File: src/design/dcs_pkg.sv
package dcs_pkg;

   // ***********************************************
   // clock and timing
   // ***********************************************
   localparam int unsigned CLK_MHZ = 250;
   localparam int unsigned OSC_KHZ = 5000;
   localparam int unsigned OSC_HALF_CYC = (CLK_MHZ * 1000) / (2 * OSC_KHZ);
   localparam int unsigned RES_PULSE_NS = 300;
   localparam int unsigned RES_PULSE_CYC = (RES_PULSE_NS * CLK_MHZ + 999) / 1000;
   localparam int unsigned TRIED_US = 30;
   localparam int unsigned TRIED_CYC = TRIED_US * CLK_MHZ;
   localparam int unsigned RELEASE_MS = 500;
   localparam int unsigned RELEASE_CYC = RELEASE_MS * 1000 * CLK_MHZ;

   // ***********************************************
   // register map (byte addresses)
   // ***********************************************
   localparam int unsigned AVS_AW = 8;
   localparam logic [7:0] REG_CTRL = 8'h00;
   localparam logic [7:0] REG_STATUS = 8'h04;
   localparam logic [7:0] REG_IRQ_STATUS = 8'h08;
   localparam logic [7:0] REG_IRQ_CLEAR = 8'h0C;
   localparam logic [7:0] REG_IRQ_ENABLE = 8'h10;

   // ***********************************************
   // control fields
   // ***********************************************
   localparam int unsigned LADDR_W = 4;
   localparam int unsigned CTRL_W = 12;
   localparam int unsigned CTRL_LADDR_LSB = 0;
   localparam int unsigned CTRL_ABS_BIT = 4;
   localparam int unsigned CTRL_SW0_LSB = 8;
   localparam int unsigned CTRL_SW1_LSB = 10;
   localparam logic [11:0] CTRL_MASK = 12'hF1F;
   localparam logic [11:0] CTRL_RST = 12'h000;

   // ***********************************************
   // status and interrupt fields
   // ***********************************************
   localparam int unsigned STAT_SEL_LSB = 0;
   localparam int unsigned STAT_RES_LSB = 2;
   localparam int unsigned STAT_DIS_LSB = 4;
   localparam int unsigned STAT_TRIED_LSB = 6;
   localparam int unsigned STAT_OFF_LSB = 8;
   localparam int unsigned IRQ_W = 6;
   localparam int unsigned IRQ_GRANT_LSB = 0;
   localparam int unsigned IRQ_REFUSE_LSB = 2;
   localparam int unsigned IRQ_FREE_LSB = 4;
   localparam logic [5:0] IRQ_EN_RST = 6'h00;

   // ***********************************************
   // channel carriers
   // ***********************************************
   typedef struct packed {
      logic sel_tag;
      logic ctl_tag;
      logic bus_out9;
      logic [LADDR_W-1:0] laddr;
   } dcs_chan_in_t;

   typedef struct packed {
      logic unit_selected;
      logic busy;
      logic seek_end_n;
      logic port_enable;
   } dcs_chan_out_t;

endpackage

File: src/design/dcs_arbiter.sv
// Behaviour
// RULE_01: select tag with matching logical address raises that channel's compare.
// RULE_02: compare returns unit selected; if allowed, selected flop enables port.
// RULE_03: compare rising starts 300 ns pulse; its end sets reserved flop.
// RULE_04: refuse when other channel holds selected/reserved, or channel disabled.
// RULE_05: selected flops update on alternate 5 MHz phases, never together.
// RULE_06: dropping select tag clears compare, selected flop, port, unit selected.
// RULE_07: after deselect, reservation stays; same channel reselects, other blocked.
// RULE_08: blocked request sets no flops but returns unit selected with busy; the code sets the tried flop (tried_q).
// RULE_09: refusal sets tried flag; on freeing, seek end low 30 us.
// RULE_10: disabled channel gets no response at all to a select.
// RULE_11: selected clear starts 500 ms timer; timeout mode then clears reserve.
// RULE_12: absolute mode keeps reserve at timer expiry.
// RULE_13: control tag with bit 9 clears own reserve and other's disable.
// RULE_14: other channel admitted only once issuer's selected flop is clear.
// RULE_15: both maintenance switches of a channel set disable it.
// RULE_16: priority select disables holder, then selects and reserves requester.
// RULE_17: controller asks priority with select tag, address and bit 9.
// RULE_18: disable flop stays set until the other controller clears it.
// RULE_19: one-shots are counters; synchronous reset gives idle, unreserved state.
//
// Implementation choices: the Avalon-MM register port and the register addresses.
`timescale 1ns/1ns
`default_nettype none

module dcs_arbiter #(
   parameter int unsigned TRIED_CYC = dcs_pkg::TRIED_CYC,
   parameter int unsigned RELEASE_CYC = dcs_pkg::RELEASE_CYC
) (
   input wire logic i_clk,
   input wire logic i_reset,
   input wire logic [dcs_pkg::AVS_AW-1:0] i_avs_address,
   input wire logic i_avs_read,
   input wire logic i_avs_write,
   input wire logic [31:0] i_avs_writedata,
   output logic [31:0] o_avs_readdata,
   output logic o_avs_waitrequest,
   input wire dcs_pkg::dcs_chan_in_t [1:0] i_chan,
   output dcs_pkg::dcs_chan_out_t [1:0] o_chan,
   output logic o_irq
);

   localparam int RP_W = $clog2(dcs_pkg::RES_PULSE_CYC + 1);
   localparam int TR_W = $clog2(TRIED_CYC + 1);
   localparam int RL_W = $clog2(RELEASE_CYC + 1);
   localparam int DV_W = $clog2(dcs_pkg::OSC_HALF_CYC + 1);

   logic [dcs_pkg::CTRL_W-1:0] ctrl_q;
   logic [dcs_pkg::IRQ_W-1:0] irq_st_q;
   logic [dcs_pkg::IRQ_W-1:0] irq_en_q;
   logic [dcs_pkg::IRQ_W-1:0] irq_ev;
   logic [dcs_pkg::IRQ_W-1:0] irq_clr;
   logic [31:0] rd_data;
   logic [31:0] status_w;
   logic [dcs_pkg::LADDR_W-1:0] cfg_laddr;
   logic abs_mode;
   logic [1:0] sw [2];
   logic [DV_W-1:0] div_q;
   logic tick;
   logic phase_q;
   logic [1:0] cmp, cmp_q, disabled, hold, prio, allow, refuse, relcmd;
   logic [1:0] tick_c, rp_end, rel_end, se_load, sw_off;
   logic [1:0] sel_q, sel_p_q, res_q, dis_q, tried_q;
   logic [RP_W-1:0] rp_cnt_q [2];
   logic [RL_W-1:0] rel_cnt_q [2];
   logic [TR_W-1:0] se_cnt_q [2];
   logic wr_acc;

   // ***********************************************
   // configuration
   // ***********************************************
   assign cfg_laddr = ctrl_q[dcs_pkg::CTRL_LADDR_LSB +: dcs_pkg::LADDR_W];
   assign abs_mode = ctrl_q[dcs_pkg::CTRL_ABS_BIT];
   assign sw[0] = ctrl_q[dcs_pkg::CTRL_SW0_LSB +: 2];
   assign sw[1] = ctrl_q[dcs_pkg::CTRL_SW1_LSB +: 2];

   // ***********************************************
   // oscillator phases
   // ***********************************************
   // 5 MHz half period as enable; phase picks the channel
   always_ff @(posedge i_clk) begin
      if (i_reset) begin
         div_q <= '0;
         phase_q <= 1'b0;
      end else if (tick) begin
         div_q <= '0;
         phase_q <= ~phase_q; // see RULE_05
      end else begin
         div_q <= div_q + 1'b1;
      end
   end
   assign tick = (div_q == DV_W'(dcs_pkg::OSC_HALF_CYC - 1));

   // ***********************************************
   // per-channel decisions
   // ***********************************************
   always_comb begin
      for (int c = 0; c < 2; c++) begin
         cmp[c] = i_chan[c].sel_tag &&
            (i_chan[c].laddr == cfg_laddr); // see RULE_01
         sw_off[c] = (sw[c] == 2'b11); // see RULE_15
         disabled[c] = dis_q[c] || sw_off[c]; // see RULE_10
         hold[c] = sel_q[c] || res_q[c];
         // priority request: tag, address and bit 9 together
         prio[c] = cmp[c] && i_chan[c].bus_out9 && !disabled[c] &&
            hold[1-c]; // see RULE_17
         // other's selected flop must clear first, even after release
         allow[c] = cmp[c] && !disabled[c] && !sel_q[1-c] &&
            (!res_q[1-c] || i_chan[c].bus_out9); // see RULE_04 RULE_14
         refuse[c] = cmp[c] && !disabled[c] && !sel_q[c] && hold[1-c] &&
            !i_chan[c].bus_out9; // see RULE_08
         relcmd[c] = i_chan[c].ctl_tag && i_chan[c].bus_out9 &&
            !disabled[c] && hold[c]; // see RULE_13
         tick_c[c] = tick && (phase_q == c[0]);
         rp_end[c] = (rp_cnt_q[c] == RP_W'(1));
         rel_end[c] = (rel_cnt_q[c] == RL_W'(1));
         se_load[c] = tried_q[c] && !hold[1-c];
      end
   end

   // ***********************************************
   // selected, reserved, disable, tried flops
   // ***********************************************
   always_ff @(posedge i_clk) begin
      if (i_reset) begin
         sel_q <= '0; // see RULE_19
         sel_p_q <= '0;
         cmp_q <= '0;
      end else begin
         sel_p_q <= sel_q;
         cmp_q <= cmp;
         for (int c = 0; c < 2; c++) begin
            if (disabled[c]) begin
               sel_q[c] <= 1'b0; // see RULE_16
            end else if (tick_c[c]) begin
               sel_q[c] <= allow[c]; // see RULE_02 RULE_05 RULE_06
            end
         end
      end
   end

   always_ff @(posedge i_clk) begin
      if (i_reset) begin
         res_q <= '0;
      end else begin
         for (int c = 0; c < 2; c++) begin
            if (dis_q[c] || relcmd[c]) begin
               res_q[c] <= 1'b0; // see RULE_13 RULE_16
            end else if (rel_end[c] && !abs_mode) begin
               res_q[c] <= 1'b0; // see RULE_11 RULE_12
            end else if (rp_end[c] && sel_q[c]) begin
               res_q[c] <= 1'b1; // see RULE_03
            end
            // otherwise held across deselect, see RULE_07
         end
      end
   end

   always_ff @(posedge i_clk) begin
      if (i_reset) begin
         dis_q <= '0;
      end else begin
         for (int c = 0; c < 2; c++) begin
            if (prio[1-c]) begin
               dis_q[c] <= 1'b1; // see RULE_16
            end else if (relcmd[1-c]) begin
               dis_q[c] <= 1'b0; // see RULE_13 RULE_18
            end
         end
      end
   end

   always_ff @(posedge i_clk) begin
      if (i_reset) begin
         tried_q <= '0;
      end else begin
         for (int c = 0; c < 2; c++) begin
            if (refuse[c]) begin
               tried_q[c] <= 1'b1; // see RULE_09
            end else if (!hold[1-c]) begin
               tried_q[c] <= 1'b0;
            end
         end
      end
   end

   // ***********************************************
   // one-shot counters
   // ***********************************************
   always_ff @(posedge i_clk) begin
      if (i_reset) begin
         for (int c = 0; c < 2; c++) begin
            rp_cnt_q[c] <= '0;
            rel_cnt_q[c] <= '0;
            se_cnt_q[c] <= '0;
         end
      end else begin
         for (int c = 0; c < 2; c++) begin
            if (cmp[c] && !cmp_q[c]) begin
               rp_cnt_q[c] <= RP_W'(dcs_pkg::RES_PULSE_CYC); // see RULE_03
            end else if (rp_cnt_q[c] != '0) begin
               rp_cnt_q[c] <= rp_cnt_q[c] - 1'b1;
            end
            if (sel_q[c]) begin
               rel_cnt_q[c] <= '0;
            end else if (sel_p_q[c]) begin
               rel_cnt_q[c] <= RL_W'(RELEASE_CYC); // see RULE_11
            end else if (rel_cnt_q[c] != '0) begin
               rel_cnt_q[c] <= rel_cnt_q[c] - 1'b1;
            end
            if (se_load[c]) begin
               se_cnt_q[c] <= TR_W'(TRIED_CYC); // see RULE_09
            end else if (se_cnt_q[c] != '0) begin
               se_cnt_q[c] <= se_cnt_q[c] - 1'b1;
            end
         end
      end
   end

   // ***********************************************
   // channel outputs
   // ***********************************************
   always_ff @(posedge i_clk) begin
      if (i_reset) begin
         for (int c = 0; c < 2; c++) begin
            o_chan[c] <= '{1'b0, 1'b0, 1'b1, 1'b0};
         end
      end else begin
         for (int c = 0; c < 2; c++) begin
            o_chan[c].unit_selected <= cmp[c] && !disabled[c]; // see RULE_10
            o_chan[c].busy <= refuse[c]; // see RULE_08
            o_chan[c].seek_end_n <= (se_cnt_q[c] == '0); // see RULE_09
            o_chan[c].port_enable <= sel_q[c]; // see RULE_02
         end
      end
   end

   // ***********************************************
   // interrupts
   // ***********************************************
   always_comb begin
      irq_ev = '0;
      irq_ev[dcs_pkg::IRQ_GRANT_LSB +: 2] = sel_q & ~sel_p_q;
      irq_ev[dcs_pkg::IRQ_REFUSE_LSB +: 2] = refuse & ~tried_q;
      for (int c = 0; c < 2; c++) begin
         irq_ev[dcs_pkg::IRQ_FREE_LSB + c] = rel_end[c] && !abs_mode &&
            res_q[c];
      end
   end

   assign wr_acc = i_avs_write && !o_avs_waitrequest;
   assign irq_clr = (wr_acc && i_avs_address == dcs_pkg::REG_IRQ_CLEAR) ?
      i_avs_writedata[dcs_pkg::IRQ_W-1:0] : '0;

   // set wins over a clear in the same cycle
   always_ff @(posedge i_clk) begin
      if (i_reset) begin
         irq_st_q <= '0;
         o_irq <= 1'b0;
      end else begin
         irq_st_q <= (irq_st_q & ~irq_clr) | irq_ev;
         o_irq <= |(irq_st_q & irq_en_q);
      end
   end

   // ***********************************************
   // avalon slave
   // ***********************************************
   always_comb begin
      status_w = '0;
      status_w[dcs_pkg::STAT_SEL_LSB +: 2] = sel_q;
      status_w[dcs_pkg::STAT_RES_LSB +: 2] = res_q;
      status_w[dcs_pkg::STAT_DIS_LSB +: 2] = dis_q;
      status_w[dcs_pkg::STAT_TRIED_LSB +: 2] = tried_q;
      status_w[dcs_pkg::STAT_OFF_LSB +: 2] = sw_off;
   end

   always_comb begin
      rd_data = '0;
      if (i_avs_address == dcs_pkg::REG_CTRL) begin
         rd_data = 32'(ctrl_q);
      end else if (i_avs_address == dcs_pkg::REG_STATUS) begin
         rd_data = status_w;
      end else if (i_avs_address == dcs_pkg::REG_IRQ_STATUS) begin
         rd_data = 32'(irq_st_q);
      end else if (i_avs_address == dcs_pkg::REG_IRQ_ENABLE) begin
         rd_data = 32'(irq_en_q);
      end
   end

   // one wait cycle, then accept
   always_ff @(posedge i_clk) begin
      if (i_reset) begin
         o_avs_waitrequest <= 1'b1;
         o_avs_readdata <= '0;
      end else if ((i_avs_read || i_avs_write) && o_avs_waitrequest) begin
         o_avs_waitrequest <= 1'b0;
         o_avs_readdata <= i_avs_read ? rd_data : 32'h0000_0000;
      end else begin
         o_avs_waitrequest <= 1'b1;
      end
   end

   always_ff @(posedge i_clk) begin
      if (i_reset) begin
         ctrl_q <= dcs_pkg::CTRL_RST;
         irq_en_q <= dcs_pkg::IRQ_EN_RST;
      end else if (wr_acc) begin
         if (i_avs_address == dcs_pkg::REG_CTRL) begin
            ctrl_q <= i_avs_writedata[dcs_pkg::CTRL_W-1:0] & dcs_pkg::CTRL_MASK;
         end else if (i_avs_address == dcs_pkg::REG_IRQ_ENABLE) begin
            irq_en_q <= i_avs_writedata[dcs_pkg::IRQ_W-1:0];
         end
      end
   end

   for (genvar g = 0; g < 2; g++) begin : g_chk

   end
endmodule

`default_nettype wire

File: config.mk
export PLATFORM = sky130hd
export DESIGN_NAME = dcs_arbiter
export DESIGN_NICKNAME = d
export VERILOG_FILES = /design/src/design/dcs_pkg.sv /design/src/design/dcs_arbiter.sv
export SDC_FILE = /design/constraint.sdc
export NUM_CORES = 1
export LEC_CHECK = 0
export ABC_AREA = 1
export BUFFER_PORTS_ARGS = -buffer_cell sky130_fd_sc_hd__buf_2
export CAP_MARGIN = 10
export CORE_MARGIN = 2
export CORE_UTILIZATION = 45
export CTS_CLUSTER_DIAMETER = 150
export DETAILED_ROUTE_END_ITERATION = 7
export PLACE_DENSITY = 0.62
export SETUP_SLACK_MARGIN = 0.1
export SYNTH_ARGS = -nofsm -noshare
export SYNTH_HDL_FRONTEND = slang
export SYNTH_SLANG_ARGS = --single-unit
File: constraint.sdc
create_clock -name i_clk -period 3.27 [get_ports i_clk]
set_input_delay 0.1635 -clock i_clk [delete_from_list [all_inputs] [get_ports i_clk]]
set_output_delay 0.1635 -clock i_clk [all_outputs]
set_load 0.03 [all_outputs]
==> run_results.csv, run 1 <==
group,metric,value,unit
place,post-dp-hpwl,15100,um
hold_path,holdPathStages,3,
worst_setup_path,crit_chain,"nor2_2, nand2_1, nor4_1, nand3b_1, buf_4",
logic_synthesis,async_reset_ff_frac,0,
worst_setup_path,critPathLaunchType,"register",
global_routing,grt_usage,0.196,
logic_synthesis,synth_edf_count,94,
logic_synthesis,syn_area_per_cell,7.70,um^2
global_routing,grt_pass1_vias,6971,
worst_setup_path,slowest_delay,460,ps
global_routing,grt_antenna_before_repair,0,
timing,fin_tns_setup,0,ps
timing,period_needed,2230,ps
drt,drc_errors,0,
clock_tree,insertion_delay,430,ps
die,fp.dieArea,21100,um^2
drt,routed_wirelength,20400,um
worst_setup_path,ff2ff_path_depth,5,
die,rows,51,
drt,ant_nets,0,
final_layout,num_antenna_cells,0,
power,leakage,4.66,nW
hold_path,min_from,"i_avs_writedata[9]",
clock_tree,numCtsBuffers,17,
worst_setup_path,cp_max_fo,17,
drt,wire_per_inst,13.5,um
logic_synthesis,syn_inst,1164,
timing,tightestPinTransition,693,ps
global_routing,grt_pass1_wl,33900,um
die,dieWidth,145,um
worst_setup_path,arrival,2380,ps
die,start_util,0.459,
final_layout,area_growth,12.6,%
final_layout,multi_input_area,4220,um^2
worst_setup_path,cp-end-kind,"register",
worst_setup_path,crit_required,3430,ps
timing,slew_headroom,0.537,
clock_tree,cts_max_path_buffers,2,
die,fp.coreArea,19500,um^2
worst_setup_path,rrSetupSlack,1040,ps
timing,setup_violations,0,
timing,drv_slew,0,
global_routing,overflow,0,
clock_tree,cts_htree_levels,4,
drt,first_iter_violations,412,
die,io_pins,100,
logic_synthesis,synth_flop_cell,"edfxtp_1",
worst_setup_path,critPathKind,"reg2reg",
clock_tree,postCtsSetupRepairBufs,0,
timing,fmaxAchievable,0.449,GHz
logic_synthesis,yosys_warnings,0,
drt,vias,7516,
clock_tree,cts_tree,"yes",
timing,hold_viol,0,
final_layout,ff_latch_area,4000,um^2
final_layout,fillers,1940,
drt,vias_per_cell,4.98,
logic_synthesis,ys_types,50,
final_layout,drive_above_1_share,0.136,
place,port-buffer-count,57,
final_layout,nNetsFinal,1306,
logic_synthesis,ys_seq_area_frac,0.447,
final_layout,final_util,0.517,
clock_tree,clkTransAtPathRegs,60,ps
power,power.density,617,nW/um^2
timing,fin_skew,12.1,ps
global_routing,grt_max_degree,28,
hold_path,whs_endpoint,"ctrl_q[9]",
power,peakVddDrop,382,uV
flow_run,maxCapViolations,0,
worst_setup_path,r2r-end,"rel_cnt_q[0][0]",
worst_setup_path,reg2reg_from,"rel_cnt_q[0][6]",
timing,period_share,0.681,
hold_path,hold_class,"in2reg",
place,gp_congestion,0.866,
clock_tree,cts_resized,0,
logic_synthesis,syn_area,8960,um^2
run_status,outcome,"finished, final reports clean",
timing,rsz0062_at_grt,"false",
logic_synthesis,ys_ff_latch,153,
clock_tree,cts_num_sinks,153,
drt,dr.pass1.iters,5,
power,total_power,6.22,mW
clock_tree,clock-root-buffer,"clkbuf_16",
die,die_h,145,um
worst_setup_path,slowest_stage,"nand3b_1",
-- flip-flops by register name, summed over array words and instances, names as in the netlist --
| signal | flops |
|---|---|
| ctrl_q | 9 |
| sel_p_q | 2 |
| o_irq | 1 |
| se_cnt_q | 26 |
| sel_q | 2 |
| rel_cnt_q | 54 |
| div_q | 5 |
| tried_q | 2 |
| phase_q | 1 |
| res_q | 2 |
| o_avs_waitrequest | 1 |
| rp_cnt_q | 14 |
| o_chan | 6 |
| cmp_q | 2 |
| irq_en_q | 6 |
| dis_q | 2 |
| o_avs_readdata | 12 |
| irq_st_q | 6 |
-- layout make-up --
| type | instances | share of cell area |
|---|---|---|
| repair buffers | 66 | 0.0357 |
| multi-input cells | 844 | 0.419 |
| clock buffers | 24 | 0.0531 |
| clock inverters | 8 | 0.00757 |
| well taps | 265 | 0.0329 |
| flip-flops and latches | 153 | 0.397 |
| inverters | 148 | 0.0551 |
-- logic make-up after synthesis --
logic type,share of synthesized area
adder cells (fa/ha/maj),0.0251
XOR/XNOR,0.0313
AO/OA/AOI/OAI,0.0779
flip-flops,0.447
buffers and inverters,0.0899
AND/OR/NAND/NOR,0.329
other,0.000418
-- through the flow --
step / cells / worst slack (ps) / hold slack [ps] / instance area [um^2]
2_1_floorplan: 1183 / 839 / 295 / 9030
3_3_place_gp: 1473 / 1070 / 422 / 9440
3_5_place_dp: 1473 / 1020 / 432 / 9440
4_1_cts: 1508 / 1010 / 7.63 / 10100
5_1_grt: 1508 / 835 / 24.5 / 10100
6_report: 1508 / 1040 / 15.7 / 10100
-- worst max path at each step --
stage | slack [ps] | cells past startpoint | endpoint | from
finish | 1040 | 5 | rel_cnt_q[0][0] | rel_cnt_q[0][6]
global route | 830 | 5 | rel_cnt_q[0][2] | rel_cnt_q[0][6]
CTS | 1010 | 5 | rel_cnt_q[0][2] | rel_cnt_q[0][6]
detailed placement | 1020 | 5 | rel_cnt_q[0][0] | rel_cnt_q[0][6]
global placement | 1070 | 5 | rel_cnt_q[0][19] | rel_cnt_q[0][6]
floorplan | 840 | 6 | rel_cnt_q[1][0] | rel_cnt_q[1][16]
-- power breakdown --
| part | switching, mW | internal [mW] | total [mW] |
|---|---|---|---|
| Clock | 0.806 | 1.23 | 2.03 |
| Combinational | 1.11 | 0.570 | 1.68 |
| Sequential | 0.168 | 2.34 | 2.51 |
| Total | 2.08 | 4.14 | 6.22 |
-- layer usage --
layer | up-vias | track usage | routed length, um
met5 | - | 0 | 0
met4 | 0 | 0.0637 | 425
met3 | 30 | 0.0387 | 719
met2 | 142 | 0.315 | 9370
met1 | 3453 | 0.267 | 9850
li1 | 3891 | - | -
-- synthesized netlist by cell type, types with 3 or more instances --
cell	number	area (um^2)
o21ai_2	3	26.3
edfxtp_1	94	2820
xnor2_1	11	96.3
or2_0	3	18.8
o21ai_0	31	155
nand4_1	29	181
ha_1	18	225
nand2_1	250	938
buf_2	8	40.0
dfxtp_1	59	1180
a31oi_1	3	18.8
clkbuf_1	4	15.0
nor2_1	192	721
nand3_1	87	435
or2_2	8	50.1
a21oi_1	58	290
nand3_2	4	40.0
inv_2	13	48.8
nor2_2	25	156
o211ai_1	7	52.6
o21ai_1	14	70.1
nor3_2	3	30.0
nand2_2	5	31.3
nand3b_1	3	22.5
buf_4	22	165
inv_1	134	503
xor2_1	21	184
nor2_4	6	67.6
nor3_1	19	95.1
-- critical path: cells and delay by family, from the launching register on --
family / cells / cell delay (ps)
buffers and inverters: 1 / 400
flip-flops: 1 / 440
AND/OR/NAND/NOR: 4 / 1100
-- layout by cell type (no fill, tap or decap), drive strengths merged, types with 20 or more instances in the layout --
cell / synthesis / routed
conb: 1 / 20
buf: 34 / 63
nor3: 24 / 24
inv: 147 / 151
a21oi: 58 / 58
nor2: 224 / 224
xor2: 21 / 21
edfxtp: 94 / 94
clkbuf: 4 / 24
nand4: 29 / 29
nand3: 92 / 92
o21ai: 50 / 50
dfxtp: 59 / 59
nand2: 257 / 257
-- repair_timing --
action                                 CTS  global route
endpoints found under the hold margin    3             0
setup endpoints to repair                0             0
hold buffers                             3             0
Power figures use the tool's default switching activity.
==> run 2: changes to the inputs <==
ABC_AREA = 0   (was 1)
PLACE_DENSITY = 0.65   (was 0.62)
clock period = 1.9 ns   (was 3.27 ns; I/O delays follow)
==> run 2 against run 1 <==
Effect of this change: the run now ends with setup timing left; clock power increased by 60%; fmax is 4.8% higher; die area is 9.7% lower; critical path type unchanged; area after synthesis shrank 10%; first-iteration DRC count decreased by 28%; flip-flop and latch count is the same; sequential share of layout area is 4.9 points lower; largest cell class unchanged; combinational power rose to 2.9 times the previous value; non-clock buffer count rose by 176.
==> run_results.csv, run 2 <==
group,metric,value,unit
worst_setup_path,cp_max_fo,3,
global_routing,overflow,0,
power,peakVddDrop,698,uV
worst_setup_path,ff2ff_path_depth,7,
timing,timing.final.ws_setup,-225,ps
final_layout,fin_cells,1278,
logic_synthesis,netlist.area_leader.share,0.350,
worst_setup_path,cp-end-kind,"register",
final_layout,reg_top3,"rel_cnt_q x54, se_cnt_q x26, rp_cnt_q x14",
drt,drc_errors,0,
final_layout,final_util,0.660,
logic_synthesis,ys_seq_area_frac,0.496,
final_layout,final_common_cell,"buf_4",
die,start_util,0.463,
timing,tightestPinTransition,714,ps
clock_tree,cts_htree_levels,4,
timing,hold_slack,18.6,ps
final_layout,num_antenna_cells,0,
place,placed_cells,1193,
hold_path,hold_class,"in2reg",
final_layout,nNetsFinal,1116,
logic_synthesis,syn_area,8070,um^2
logic_synthesis,ys_types,64,
timing,period_needed,2130,ps
final_layout,layout_common_cells,"148 x buf_4, 94 x edfxtp_1, 76 x nor2_1",
place,post-dp-hpwl,13700,um
global_routing,grt_usage,0.219,
timing,setup_violations,124,
global_routing,grt_pass1_wl,32400,um
final_layout,stdcell_area,11500,um^2
logic_synthesis,synthTopCellsByCount,"100 x nor2_1, 94 x edfxtp_1, 59 x dfxtp_1, 59 x xnor2_1, 50 x nand2_1",
clock_tree,cts_num_sinks,153,
place,dpl_cell_area,9640,um^2
place,port-buffer-count,57,
worst_setup_path,reg2reg_from,"se_cnt_q[1][0]",
drt,vias,6856,
final_layout,area_growth,42.5,%
clock_tree,cts_max_path_buffers,2,
logic_synthesis,yosys-top-cells-area,"edfxtp_1 35%, dfxtp_1 15%, xnor2_1 6.4%, nor2_1 4.7%, xor2_1 3.0%",
logic_synthesis,yosys_warnings,0,
run_status,failed_checks,"setup timing",
run_status,outcome,"finished with violations",
drt,dr.pass1.iters,5,
logic_synthesis,syn_area_per_cell,10.0,um^2
place,gp_congestion,0.856,
die,fp.dieArea,19000,um^2
logic_synthesis,synth_flop_cell,"edfxtp_1",
power,total_power,12.5,mW
logic_synthesis,synth_edf_count,94,
global_routing,grt_pass1_vias,6599,
drt,wire_per_inst,16.4,um
timing,period_share,1.12,
logic_synthesis,yosysTopAreaCell,"edfxtp_1",
hold_path,holdPathStages,4,
clock_tree,clock-root-buffer,"clkbuf_16",
logic_synthesis,syn_inst,806,
die,io_pins,100,
drt,routed_wirelength,20900,um
worst_setup_path,arrival,2290,ps
worst_setup_path,rrSetupSlack,-230,ps
die,fp.coreArea,17400,um^2
hold_path,min_from,"i_avs_address[7]",
clock_tree,cts_tree,"yes",
logic_synthesis,yosysMostFrequentCell,"nor2_1",
die,rows,48,
flow_run,maxCapViolations,0,
drt,vias_per_cell,5.36,
die,die_h,138,um
timing,fmaxAchievable,0.471,GHz
logic_synthesis,async_reset_ff_frac,0,
timing,rsz0062_at_grt,"true",
final_layout,drive_above_1_share,0.403,
die,dieWidth,138,um
final_layout,largest_reg_flops,54,
timing,fin_skew,7.56,ps
drt,first_iter_violations,296,
timing,hold_viol,0,
timing,slew_headroom,0.523,
worst_setup_path,critPathLaunchType,"register",
worst_setup_path,critPathKind,"reg2reg",
clock_tree,insertion_delay,430,ps
clock_tree,clkTransAtPathRegs,60,ps
clock_tree,numCtsBuffers,17,
power,leakage,4.63,nW
final_layout,regMostFlops,"rel_cnt_q",
global_routing,grt_antenna_before_repair,0,
global_routing,grt_max_degree,28,
timing,drv_slew,0,
logic_synthesis,ys_ff_latch,153,
worst_setup_path,crit_required,2060,ps
power,power.density,1090,nW/um^2
worst_setup_path,startpoint,"se_cnt_q[1][0]",
drt,ant_nets,0,
==> run 2: critical path: stages (launching register included) <==
cell	delay, ps
edfxtp_1	410
inv_2	110
ha_4	130
or4b_4	460
or3_4	380
nor4_4	160
xnor2_1	140
a21oi_1	80
==> run 2: metal layers <==
layer | share of wire | up-vias | track usage
met3 | 0.044 | 36 | 0.0417
met4 | 0.020 | 0 | 0.0811
met2 | 0.48 | 174 | 0.358
li1 | - | 3339 | -
met5 | 0 | - | 0
met1 | 0.45 | 3307 | 0.290
==> run 2: cells by family after synthesis <==
family	synth area share
simple gates	0.214
xor+xnor	0.0944
other cells	0.000465
fa+ha+maj	0.0279
flops	0.496
compound gates	0.105
mux	0.0124
buf+inv	0.0488
==> run 2: final timing paths <==
path,end
setup reg to reg,se_cnt_q[1][10]
setup / recovery,se_cnt_q[1][10]
hold / removal,o_avs_readdata[5]
hold reg to reg,o_avs_readdata[7]
==> run 2: area by class of cell <==
| type | count | area, um^2 |
|---|---|---|
| Timing Repair Buffer | 242 | 1870 |
| Sequential cell | 153 | 4010 |
| Multi-Input combinational cell | 597 | 4660 |
| Fill cell | 1337 | 5920 |
| Clock inverter | 14 | 129 |
| Inverter | 29 | 109 |
| Tap cell | 225 | 282 |
| Clock buffer | 18 | 433 |
==> run 2: report_power, final <==
group	switching, mW	internal (mW)	total, mW
sequential	0.380	4.12	4.50
clock	1.49	1.75	3.24
combinational	2.38	2.42	4.80
total	4.25	8.29	12.5
==> run 2: timing repair <==
item,in CTS,in global routing
gates resized for setup,59,119
pin swaps,16,40
hold buffers,14,0
setup endpoints to repair,169,182
buffers inserted,14,20
cloned,2,4
endpoints found under the hold margin,23,0
==> run 2: metrics by stage <==
| stage | worst slack (ps) | setup TNS [ps] |
|---|---|---|
| detailed placement | -265 | -17910 |
| finish | -225 | -14280 |
| global placement | -233 | -11580 |
| floorplan | -184 | -7310 |
| global route | -311 | -24220 |
| CTS | -228 | -13710 |
